## config.mk

```make
export PLATFORM = sky130hd
export DESIGN_NAME = tpw_pwm_top
export DESIGN_NICKNAME = d
export VERILOG_FILES = /design/src/rtl/tpw_pkg.sv /design/src/rtl/tpw_presc.sv /design/src/rtl/tpw_axil.sv /design/src/rtl/tpw_pwm_top.sv
export SDC_FILE = /design/constraint.sdc
export NUM_CORES = 1
export LEC_CHECK = 0
export ABC_AREA = 1
export BUFFER_PORTS_ARGS = -buffer_cell sky130_fd_sc_hd__buf_2
export CAP_MARGIN = 40
export CORE_MARGIN = 2
export CORE_UTILIZATION = 47
export CTS_CLUSTER_SIZE = 12
export DETAILED_ROUTE_END_ITERATION = 7
export HOLD_SLACK_MARGIN = 0.08
export PLACE_DENSITY = 0.72
export RECOVER_POWER = 25
export SETUP_SLACK_MARGIN = 0.1
export SYNTH_ARGS = -nofsm -noshare
export SYNTH_HDL_FRONTEND = slang
export SYNTH_HIERARCHICAL = 1
export SYNTH_SLANG_ARGS = --single-unit
```

## constraint.sdc

```tcl
create_clock -name clk_in -period 2.9 [get_ports clk_in]
set_clock_uncertainty 0.05 [all_clocks]
set_input_delay 0.58 -clock clk_in [delete_from_list [all_inputs] [get_ports clk_in]]
set_output_delay 0.58 -clock clk_in [all_outputs]
set_load 0.01 [all_outputs]
```

## src/rtl/tpw_pkg.sv

```systemverilog
// package: register map, field layout, modes, reset values and bus carriers of the pwm timer
package tpw_pkg;
   localparam int unsigned ADDR_W        = 8;
   // register byte offsets
   localparam logic [7:0]  OFS_CTRL      = 8'h00;
   localparam logic [7:0]  OFS_CMP_A     = 8'h04;
   localparam logic [7:0]  OFS_CMP_B     = 8'h08;
   localparam logic [7:0]  OFS_CAP_TOP   = 8'h0C;
   localparam logic [7:0]  OFS_COUNT     = 8'h10;
   localparam logic [7:0]  OFS_STATUS    = 8'h14;
   // control field positions
   localparam int          CTRL_MODE_LSB = 0;
   localparam int          CTRL_ACT_LSB  = 4;
   localparam int          CTRL_PSC_LSB  = 8;
   localparam int          CTRL_DIR_LSB  = 11;
   localparam logic [15:0] CTRL_WR_MASK  = 16'h1FFF;
   // status flag positions
   localparam int          ST_OVF        = 0;
   localparam int          ST_MATCH_LSB  = 1;
   localparam int          ST_CAP        = 3;
   // reset values
   localparam logic [15:0] CTRL_RST      = 16'h0000;
   localparam logic [15:0] VAL_RST       = 16'h0000;
   localparam logic [3:0]  FLAGS_RST     = 4'h0;
   // waveform modes
   localparam logic [3:0]  MODE_PC8      = 4'h1;
   localparam logic [3:0]  MODE_PC9      = 4'h2;
   localparam logic [3:0]  MODE_PC10     = 4'h3;
   localparam logic [3:0]  MODE_FAST8    = 4'h5;
   localparam logic [3:0]  MODE_FAST9    = 4'h6;
   localparam logic [3:0]  MODE_FAST10   = 4'h7;
   localparam logic [3:0]  MODE_PC_CAP   = 4'hA;
   localparam logic [3:0]  MODE_PC_CMP   = 4'hB;
   localparam logic [3:0]  MODE_FAST_CAP = 4'hE;
   localparam logic [3:0]  MODE_FAST_CMP = 4'hF;
   // compare output actions
   localparam logic [1:0]  ACT_OFF       = 2'h0;
   localparam logic [1:0]  ACT_TOGGLE    = 2'h1;
   localparam logic [1:0]  ACT_NONINV    = 2'h2;
   localparam logic [1:0]  ACT_INV       = 2'h3;
   // fixed top values and the smallest register top
   localparam logic [15:0] TOP_8BIT      = 16'h00FF;
   localparam logic [15:0] TOP_9BIT      = 16'h01FF;
   localparam logic [15:0] TOP_10BIT     = 16'h03FF;
   localparam logic [15:0] TOP_MIN       = 16'h0003;
   // prescaler divide-by minus one, selected by codes 1 to 5
   localparam logic [9:0]  PSC_DIV1_M1   = 10'h000;
   localparam logic [9:0]  PSC_DIV8_M1   = 10'h007;
   localparam logic [9:0]  PSC_DIV64_M1  = 10'h03F;
   localparam logic [9:0]  PSC_DIV256_M1 = 10'h0FF;
   localparam logic [9:0]  PSC_DIV1K_M1  = 10'h3FF;
   // bus responses
   localparam logic [1:0]  RESP_OKAY     = 2'h0;
   localparam logic [1:0]  RESP_SLVERR   = 2'h2;

   typedef struct packed {
      logic              awvalid;
      logic [ADDR_W-1:0] awaddr;
      logic              wvalid;
      logic [31:0]       wdata;
      logic [3:0]        wstrb;
      logic              bready;
      logic              arvalid;
      logic [ADDR_W-1:0] araddr;
      logic              rready;
   } tpw_axi_req_s;

   typedef struct packed {
      logic        awready;
      logic        wready;
      logic        bvalid;
      logic [1:0]  bresp;
      logic        arready;
      logic        rvalid;
      logic [31:0] rdata;
      logic [1:0]  rresp;
   } tpw_axi_rsp_s;

   typedef struct packed {
      logic              en;
      logic [ADDR_W-1:0] addr;
      logic [31:0]       data;
      logic [3:0]        strb;
   } tpw_regwr_s;
endpackage : tpw_pkg

```

## src/rtl/tpw_presc.sv

```systemverilog
// prescaler: timer tick from the i/o clock divided by 1, 8, 64, 256 or 1024
module tpw_presc (
   input  logic       clk_in,
   input  logic       rst_n_in,
   input  logic [2:0] sel_in,
   output logic       tick_out
);
   import tpw_pkg::*;

   typedef struct packed {
      logic [9:0] cnt;
   } tpw_presc_s;

   tpw_presc_s s_reg;
   tpw_presc_s s_next;
   logic [9:0] div_m1;
   logic       run;

   // divider choice; codes 0, 6 and 7 stop the timer
   always_comb begin
      run    = 1'b1;
      div_m1 = PSC_DIV1_M1;
      case (sel_in)
         3'h1: div_m1 = PSC_DIV1_M1;
         3'h2: div_m1 = PSC_DIV8_M1;
         3'h3: div_m1 = PSC_DIV64_M1;
         3'h4: div_m1 = PSC_DIV256_M1;
         3'h5: div_m1 = PSC_DIV1K_M1;
         default: run = 1'b0;
      endcase
   end

   assign tick_out = run && (s_reg.cnt >= div_m1); // no long stall after a shorter divider

   // divide counter restarts on each tick
   always_comb begin
      s_next     = s_reg;
      s_next.cnt = (!run || tick_out) ? 10'h000 : 10'(s_reg.cnt + 10'h001);
   end

   always_ff @(posedge clk_in) begin
      if (!rst_n_in) begin
         s_reg <= '0;
      end else begin
         s_reg <= s_next;
      end
   end
endmodule : tpw_presc

```

## src/rtl/tpw_axil.sv

```systemverilog
// axi4-lite slave: takes address and data in either order, one write and one read at a time
module tpw_axil (
   input  logic                  clk_in,
   input  logic                  rst_n_in,
   input  tpw_pkg::tpw_axi_req_s axi_req_in,
   output tpw_pkg::tpw_axi_rsp_s axi_rsp_out,
   output tpw_pkg::tpw_regwr_s   wr_out,
   input  logic                  wr_err_in,
   output logic [7:0]            rd_addr_out,
   input  logic [31:0]           rd_data_in,
   input  logic                  rd_err_in
);
   import tpw_pkg::*;

   typedef struct packed {
      logic        aw_held;
      logic        w_held;
      logic [7:0]  awaddr;
      logic [31:0] wdata;
      logic [3:0]  wstrb;
      logic        bvalid;
      logic [1:0]  bresp;
      logic        rvalid;
      logic [31:0] rdata;
      logic [1:0]  rresp;
   } tpw_axil_s;

   tpw_axil_s s_reg;
   tpw_axil_s s_next;

   // ready and response outputs straight from state
   always_comb begin
      axi_rsp_out.awready = !s_reg.aw_held && !s_reg.bvalid;
      axi_rsp_out.wready  = !s_reg.w_held && !s_reg.bvalid;
      axi_rsp_out.bvalid  = s_reg.bvalid;
      axi_rsp_out.bresp   = s_reg.bresp;
      axi_rsp_out.arready = !s_reg.rvalid;
      axi_rsp_out.rvalid  = s_reg.rvalid;
      axi_rsp_out.rdata   = s_reg.rdata;
      axi_rsp_out.rresp   = s_reg.rresp;
      wr_out.en           = s_reg.aw_held && s_reg.w_held && !s_reg.bvalid;
      wr_out.addr         = s_reg.awaddr;
      wr_out.data         = s_reg.wdata;
      wr_out.strb         = s_reg.wstrb;
      rd_addr_out         = axi_req_in.araddr;
   end

   // channel handshakes
   always_comb begin
      s_next = s_reg;
      if (axi_req_in.awvalid && axi_rsp_out.awready) begin
         s_next.aw_held = 1'b1;
         s_next.awaddr  = axi_req_in.awaddr;
      end
      if (axi_req_in.wvalid && axi_rsp_out.wready) begin
         s_next.w_held = 1'b1;
         s_next.wdata  = axi_req_in.wdata;
         s_next.wstrb  = axi_req_in.wstrb;
      end
      if (wr_out.en) begin
         s_next.aw_held = 1'b0;
         s_next.w_held  = 1'b0;
         s_next.bvalid  = 1'b1;
         s_next.bresp   = wr_err_in ? RESP_SLVERR : RESP_OKAY;
      end
      if (s_reg.bvalid && axi_req_in.bready) begin
         s_next.bvalid = 1'b0;
      end
      if (axi_req_in.arvalid && axi_rsp_out.arready) begin
         s_next.rvalid = 1'b1;
         s_next.rdata  = rd_data_in;
         s_next.rresp  = rd_err_in ? RESP_SLVERR : RESP_OKAY;
      end
      if (s_reg.rvalid && axi_req_in.rready) begin
         s_next.rvalid = 1'b0;
      end
   end

   always_ff @(posedge clk_in) begin
      if (!rst_n_in) begin
         s_reg <= '0;
      end else begin
         s_reg <= s_next;
      end
   end
endmodule : tpw_axil

```

## src/rtl/tpw_pwm_top.sv

```systemverilog
// pwm timer top: 16-bit counter with fast and phase correct pwm, two compare channels
//
// Contract
// - Modes 5, 6, 7, 14, 15 count up from zero to top, then restart.
// - Fast non-inverting clears on match, sets at zero; inverting does the reverse.
// - Action two gives non-inverted output, action three inverted output.
// - Fast top is 0xFF, 0x1FF, 0x3FF, capture or compare A; clear after top.
// - Register tops from 0x0003 to 0xFFFF work; software keeps top at least 0x0003.
// - A channel's match flag sets whenever the count equals its compare value; the code sets it only on a tick in a fast or phase correct mode.
// - Fast overflow flag sets at top; the defining register's flag sets with it.
// - With a fixed top, compare writes clear the bits above the resolution.
// - Capture top is unbuffered; written below count, counter wraps through 0xFFFF.
// - Fast compare writes go to a buffer loaded into the active value at top.
// - A pin shows the output state only when its direction bit selects output.
// - Tick is the clock divided by 1, 8, 64, 256 or 1024.
// - Fast compare zero gives a one-tick spike; compare equal top a constant level.
// - Action one on channel A in mode 15 toggles on each match.
// - Modes 1, 2, 3, 10, 11 count up to top and back down to zero.
// - Phase correct non-inverting clears on up-count match, sets on down-count match.
// - Phase correct top is fixed, capture or compare A; top holds one tick.
// - Phase correct overflow flag sets each time the count reaches zero; the code sets it only on reaching zero counting down.
// - Phase correct buffers load at top; the defining register's flag sets there.
// - Reset clears the output states to zero.
// - Action zero leaves the state alone; nonzero actions take over the pin.
//
// The implementer's own choices: the AXI4-Lite register port and the address map.
module tpw_pwm_top (
   input  logic                  clk_in,
   input  logic                  rst_n_in,
   input  tpw_pkg::tpw_axi_req_s axi_req_in,
   output tpw_pkg::tpw_axi_rsp_s axi_rsp_out,
   input  logic [1:0]            port_data_in,
   output logic [1:0]            pin_out,
   output logic [1:0]            pin_oe_out
);
   import tpw_pkg::*;

   typedef struct packed {
      logic [15:0]      ctrl;
      logic [1:0][15:0] cmp_buf;
      logic [1:0][15:0] cmp;
      logic [15:0]      cap_top;
      logic [15:0]      cnt;
      logic             count_down;
      logic [1:0]       out_state;
      logic [3:0]       flags;
   } tpw_core_s;

   localparam tpw_core_s CORE_RST = '{ctrl: CTRL_RST, cmp_buf: {VAL_RST, VAL_RST}, cmp: {VAL_RST, VAL_RST},
                                      cap_top: VAL_RST, cnt: VAL_RST, count_down: 1'b0,
                                      out_state: 2'h0, flags: FLAGS_RST};

   tpw_core_s   s_reg;
   tpw_core_s   s_next;
   tpw_regwr_s  wr;
   logic        wr_err;
   logic [7:0]  rd_addr;
   logic [31:0] rd_data;
   logic        rd_err;
   logic        tick;
   logic [3:0]  mode;
   logic [1:0]  act [2];
   logic [1:0]  dir;
   logic        is_fast;
   logic        is_pc;
   logic        top_fixed;
   logic        top_from_cap;
   logic        top_from_cmp;
   logic [15:0] top;
   logic        at_top;
   logic [1:0]  hit;
   logic [31:0] wval;

   ////////////////////////////////////////////////////////////////////////////
   // bus slave and prescaler

   tpw_axil u_axil (
      .clk_in      (clk_in),
      .rst_n_in    (rst_n_in),
      .axi_req_in  (axi_req_in),
      .axi_rsp_out (axi_rsp_out),
      .wr_out      (wr),
      .wr_err_in   (wr_err),
      .rd_addr_out (rd_addr),
      .rd_data_in  (rd_data),
      .rd_err_in   (rd_err)
   );

   tpw_presc u_presc (
      .clk_in   (clk_in),
      .rst_n_in (rst_n_in),
      .sel_in   (s_reg.ctrl[CTRL_PSC_LSB +: 3]),
      .tick_out (tick)
   );

   ////////////////////////////////////////////////////////////////////////////
   // mode decode and top selection

   assign mode = s_reg.ctrl[CTRL_MODE_LSB +: 4];

   always_comb begin
      is_fast      = 1'b0;
      is_pc        = 1'b0;
      top_fixed    = 1'b0;
      top_from_cap = 1'b0;
      top_from_cmp = 1'b0;
      top          = s_reg.cmp[0];
      case (mode)
         MODE_FAST8, MODE_PC8: begin
            top       = TOP_8BIT;
            top_fixed = 1'b1;
         end
         MODE_FAST9, MODE_PC9: begin
            top       = TOP_9BIT;
            top_fixed = 1'b1;
         end
         MODE_FAST10, MODE_PC10: begin
            top       = TOP_10BIT;
            top_fixed = 1'b1;
         end
         MODE_FAST_CAP, MODE_PC_CAP: begin
            top          = s_reg.cap_top; // unbuffered
            top_from_cap = 1'b1;
         end
         MODE_FAST_CMP, MODE_PC_CMP: begin
            top          = s_reg.cmp[0];
            top_from_cmp = 1'b1;
         end
         default: top = s_reg.cmp[0];
      endcase
      is_fast = (mode == MODE_FAST8) || (mode == MODE_FAST9) || (mode == MODE_FAST10) ||
                (mode == MODE_FAST_CAP) || (mode == MODE_FAST_CMP);
      is_pc   = (mode == MODE_PC8) || (mode == MODE_PC9) || (mode == MODE_PC10) ||
                (mode == MODE_PC_CAP) || (mode == MODE_PC_CMP);
   end

   assign at_top = (s_reg.cnt == top);

   ////////////////////////////////////////////////////////////////////////////
   // per-channel compare, action and pin drive

   genvar g;
   for (g = 0; g < 2; g++) begin : g_ch
      assign act[g]        = s_reg.ctrl[CTRL_ACT_LSB + 2*g +: 2];
      assign dir[g]        = s_reg.ctrl[CTRL_DIR_LSB + g];
      assign hit[g]        = (s_reg.cnt == s_reg.cmp[g]);
      assign pin_out[g]    = (act[g] != ACT_OFF) ? s_reg.out_state[g] : port_data_in[g];
      assign pin_oe_out[g] = dir[g];
   end

   ////////////////////////////////////////////////////////////////////////////
   // register decode

   // write merge by byte strobes, error on unmapped offsets
   always_comb begin
      wval = 32'h0000_0000;
      case (wr.addr)
         OFS_CTRL:    wval = {16'h0000, s_reg.ctrl};
         OFS_CMP_A:   wval = {16'h0000, s_reg.cmp_buf[0]};
         OFS_CMP_B:   wval = {16'h0000, s_reg.cmp_buf[1]};
         OFS_CAP_TOP: wval = {16'h0000, s_reg.cap_top};
         default:     wval = 32'h0000_0000;
      endcase
      for (int b = 0; b < 4; b++) begin
         if (wr.strb[b]) begin
            wval[8*b +: 8] = wr.data[8*b +: 8];
         end
      end
      wr_err = !((wr.addr == OFS_CTRL) || (wr.addr == OFS_CMP_A) || (wr.addr == OFS_CMP_B) ||
                 (wr.addr == OFS_CAP_TOP) || (wr.addr == OFS_COUNT) || (wr.addr == OFS_STATUS));
   end

   // read mux, upper bits read zero
   always_comb begin
      rd_data = 32'h0000_0000;
      rd_err  = 1'b0;
      case (rd_addr)
         OFS_CTRL:    rd_data = {16'h0000, s_reg.ctrl};
         OFS_CMP_A:   rd_data = {16'h0000, s_reg.cmp_buf[0]};
         OFS_CMP_B:   rd_data = {16'h0000, s_reg.cmp_buf[1]};
         OFS_CAP_TOP: rd_data = {16'h0000, s_reg.cap_top};
         OFS_COUNT:   rd_data = {16'h0000, s_reg.cnt};
         OFS_STATUS:  rd_data = {28'h000_0000, s_reg.flags};
         default:     rd_err  = 1'b1;
      endcase
   end

   ////////////////////////////////////////////////////////////////////////////
   // counter, compare buffers, flags and output states

   always_comb begin
      s_next = s_reg;
      // software writes
      if (wr.en) begin
         case (wr.addr)
            OFS_CTRL:    s_next.ctrl       = wval[15:0] & CTRL_WR_MASK;
            OFS_CMP_A:   s_next.cmp_buf[0] = top_fixed ? (wval[15:0] & top) : wval[15:0];
            OFS_CMP_B:   s_next.cmp_buf[1] = top_fixed ? (wval[15:0] & top) : wval[15:0];
            OFS_CAP_TOP: s_next.cap_top    = wval[15:0];
            OFS_STATUS:  s_next.flags      = s_reg.flags & ~(wval[3:0] & wr.data[3:0]);
            default:     s_next.ctrl       = s_reg.ctrl;
         endcase
      end
      // outside the pwm families the compare values follow the buffers at once
      if (!is_fast && !is_pc) begin
         s_next.cmp = s_reg.cmp_buf;
      end
      if (tick && is_fast) begin
         s_next.count_down = 1'b0;
         if (at_top) begin
            s_next.cnt              = 16'h0000;
            s_next.cmp              = s_reg.cmp_buf;
            s_next.flags[ST_OVF]    = 1'b1;
            s_next.flags[ST_CAP]    = s_next.flags[ST_CAP] | top_from_cap;
         end else begin
            s_next.cnt = 16'(s_reg.cnt + 16'h0001); // full 16-bit range, wraps through 0xFFFF
         end
      end else if (tick && is_pc) begin
         if (!s_reg.count_down) begin
            if (at_top) begin
               s_next.cnt           = 16'(top - 16'h0001);
               s_next.count_down    = 1'b1;
               s_next.cmp           = s_reg.cmp_buf;
               s_next.flags[ST_CAP] = s_next.flags[ST_CAP] | top_from_cap;
            end else begin
               s_next.cnt = 16'(s_reg.cnt + 16'h0001);
            end
         end else if (s_reg.cnt == 16'h0000) begin
            s_next.cnt           = 16'h0001;
            s_next.count_down    = 1'b0;
            s_next.flags[ST_OVF] = 1'b1;
         end else begin
            s_next.cnt = 16'(s_reg.cnt - 16'h0001);
         end
      end
      if (tick && (is_fast || is_pc)) begin
         // match flags set after the clear, so an event wins over software
         s_next.flags[ST_MATCH_LSB +: 2] = s_next.flags[ST_MATCH_LSB +: 2] | hit;
         for (int ch = 0; ch < 2; ch++) begin
            if ((ch == 0) && (act[ch] == ACT_TOGGLE) && top_from_cmp) begin
               if (hit[ch]) begin
                  s_next.out_state[ch] = !s_reg.out_state[ch];
               end
            end else if (act[ch][1]) begin
               if (is_fast) begin
                  if (at_top) begin
                     s_next.out_state[ch] = !act[ch][0]; // bottom action wins
                  end else if (hit[ch]) begin
                     s_next.out_state[ch] = act[ch][0];
                  end
               end else if (hit[ch]) begin
                  if (at_top && !s_reg.count_down) begin
                     s_next.out_state[ch] = !act[ch][0]; // compare at top holds the set level
                  end else if (s_reg.cnt == 16'h0000) begin
                     s_next.out_state[ch] = act[ch][0]; // compare at zero holds the clear level
                  end else begin
                     s_next.out_state[ch] = s_reg.count_down ^ act[ch][0];
                  end
               end
            end
         end
      end
   end

   always_ff @(posedge clk_in) begin
      if (!rst_n_in) begin
         s_reg <= CORE_RST;
      end else begin
         s_reg <= s_next;
      end
   end
endmodule : tpw_pwm_top

```

==> flow_metrics.py <==
metrics = {
    "power": {
        "p_leak_uw": 0.00611,
        "power_switching_uw": 2260,
        "max-vdd-ir-drop_mv": 0.356,
        "p_per_area_nw_per_um2": 504,
        "comb_power_share": 0.218,
        "power_frac_seq": 0.417,
        "power_uw": 6660,
        "switching_share": 0.339,
        "pwr-share-clk": 0.365,
        "cellInternalPower_uw": 4400,
    },
    "setup_path": {
        "crit_path_max_fanout": 5,
        "crit_arrival_ns": 3.22,
        "cp.required_ns": 3.23,
        "crit_path_end_kind": "flip-flop",
        "cp-start-kind": "flip-flop",
        "path_class": "flip-flop to flip-flop",
    },
    "yosys": {
        "postSynthCellCount": 1787,
        "syn_area_um2": 11900,
        "yosysWarnings": 6,
        "synth.avg_cell_area_um2": 6.64,
    },
    "global_routing": {
        "grt_overflow": 0,
        "grt_antenna_before_repair": 0,
        "grt_max_degree": 77,
        "grt_pass1_wl_mm": 54.0,
        "grt_use_total": 0.259,
        "grt_pass1_vias": 10100,
    },
    "timing": {
        "hold_slack_ns": 0.309,
        "layout_min_cycle_time_ns": 2.88,
        "setup_viol": 0,
        "timing.final.max_slew_violations": 0,
        "worst_slack_ns": 0.0171,
        "finalSetupTns_ns": 0,
        "fmax_mhz": 347,
        "rsz0062_at_grt": "true",
        "slew_headroom": 0.154,
        "hold_viol_final": 0,
        "period_share": 0.994,
        "tightestPinTransition_ns": 1.27,
    },
    "clocking": {
        "cts_root_buffer": "clkbuf_16",
        "cts.sinks": 190,
        "numCtsBuffers": 17,
        "cts_tree": "built",
        "clk_pin_slew_ns": 0.09,
        "clk_latency_ns": 0.45,
        "htreeDepth": 4,
        "cts_buffer_depth": 2,
    },
    "finish": {
        "multi_input_area_um2": 6410,
        "largest_reg_flops": 106,
        "num-nets-final": 1886,
        "final_cell_mix": "nand2_1 (277), inv_1 (229), nor2_1 (189)",
        "layout_commonest_cell": "nand2_1",
        "drive_above_1_share": 0.170,
        "fill_cells": 2449,
        "ff_latch_area_um2": 3810,
        "diodes": 0,
        "area_growth_syn_to_layout_pct": 11.5,
    },
    "route": {
        "vias": 11800,
        "wire_per_inst_um": 16.8,
        "drt_first_pass_iters": 6,
        "ant_nets": 0,
        "vias_per_cell": 5.49,
        "drt_iter0_drc": 1055,
        "drt_wl_total_mm": 36.1,
        "drc": 0,
    },
    "min_path": {
        "hp-class": "primary input to flip-flop",
    },
    "placement": {
        "io_buffers": 85,
        "gp_congestion": 0.983,
        "dp_slack_ns": 0.0120,
        "hpwl_mm": 25.8,
    },
    "die": {
        "rows": 58,
        "die-height_um": 163,
        "initial_core_util": 0.475,
        "core_um2": 25000,
        "die_w_um": 163,
        "die_area_um2": 26500,
        "pin_count": 106,
    },
    "run": {
        "drv_cap": 0,
    },
    "run_status": {
        "status": "finished clean",
    },
}
## area by class of cell
| class | instances | share of cell area |
|---|---|---|
| flip-flops and latches | 190 | 0.288 |
| inverters | 245 | 0.0708 |
| clock inverters | 15 | 0.0143 |
| clock buffers | 17 | 0.0322 |
| repair inverters | 2 | 0.00132 |
| repair buffers | 153 | 0.0778 |
| well taps | 330 | 0.0312 |
| multi-input cells | 1200 | 0.485 |
## stage by stage
stage | util | area, um^2 | cells
after floorplan | - | 12000 | 1803
after CTS | 0.514 | 12800 | 2137
after global placement | 0.489 | 12200 | 2102
after global routing | 0.530 | 13200 | 2152
after detailed placement | 0.489 | 12200 | 2102
final | 0.530 | 13200 | 2152
## worst max-delay path, cell delays in order, from the launching register on
cell and delay [ns]:
dfxtp_2 0.35, inv_2 0.06, ha_4 0.23, inv_4 0.06
nand4_1 0.13, ha_1 0.36, nand2_2 0.07, nor2_2 0.12
nand3_1 0.09, nand3_2 0.08, nand2_2 0.05, inv_2 0.07
inv_4 0.05, nor2_4 0.13, inv_4 0.05, a21oi_4 0.17
a21oi_4 0.11, buf_6 0.17, clkbuf_16 0.16, buf_4 0.13
a21oi_2 0.11
## layer usage
metal	up-vias	part of all wire	global-route usage
li1	5774	-	-
met1	5346	0.42	0.347
met3	103	0.086	0.0395
met5	-	0	0
met2	583	0.45	0.411
met4	0	0.045	0.113
## what timing repair did
action	CTS	global route
gates cloned	0	6
hold buffers	0	0
setup buffers	3	9
setup endpoints to repair	21	55
resized for setup	6	91
pin swaps	1	20
## worst paths after layout
path                      startpoint  slack [ns]                                   to  cells after the start
min reg2reg      s_reg[2]$_SDFF_PN0_        0.42                  s_reg[2]$_SDFF_PN0_                      2
max          s_reg[112]$_SDFFE_PN0P_        0.02                 s_reg[40]$_SDFF_PN0_                     20
min                   axi_req_in[10]        0.31  u_axil/axi_rsp_out[38]$_SDFFE_PP0P_                      4
max reg2reg  s_reg[112]$_SDFFE_PN0P_        0.02                 s_reg[40]$_SDFF_PN0_                     20
## power groups by stage
stage | Sequential, uW | Clock (uW) | Combinational [uW]
final | 2780 | 2430 | 1450
after CTS | 2780 | 2430 | 1370
after global placement | 2830 | 0 | 1340
after detailed placement | 2840 | 0 | 1370
after floorplan | 2810 | 0 | 1090
after global routing | 2790 | 2530 | 1600
Power figures use the tool's default switching activity.
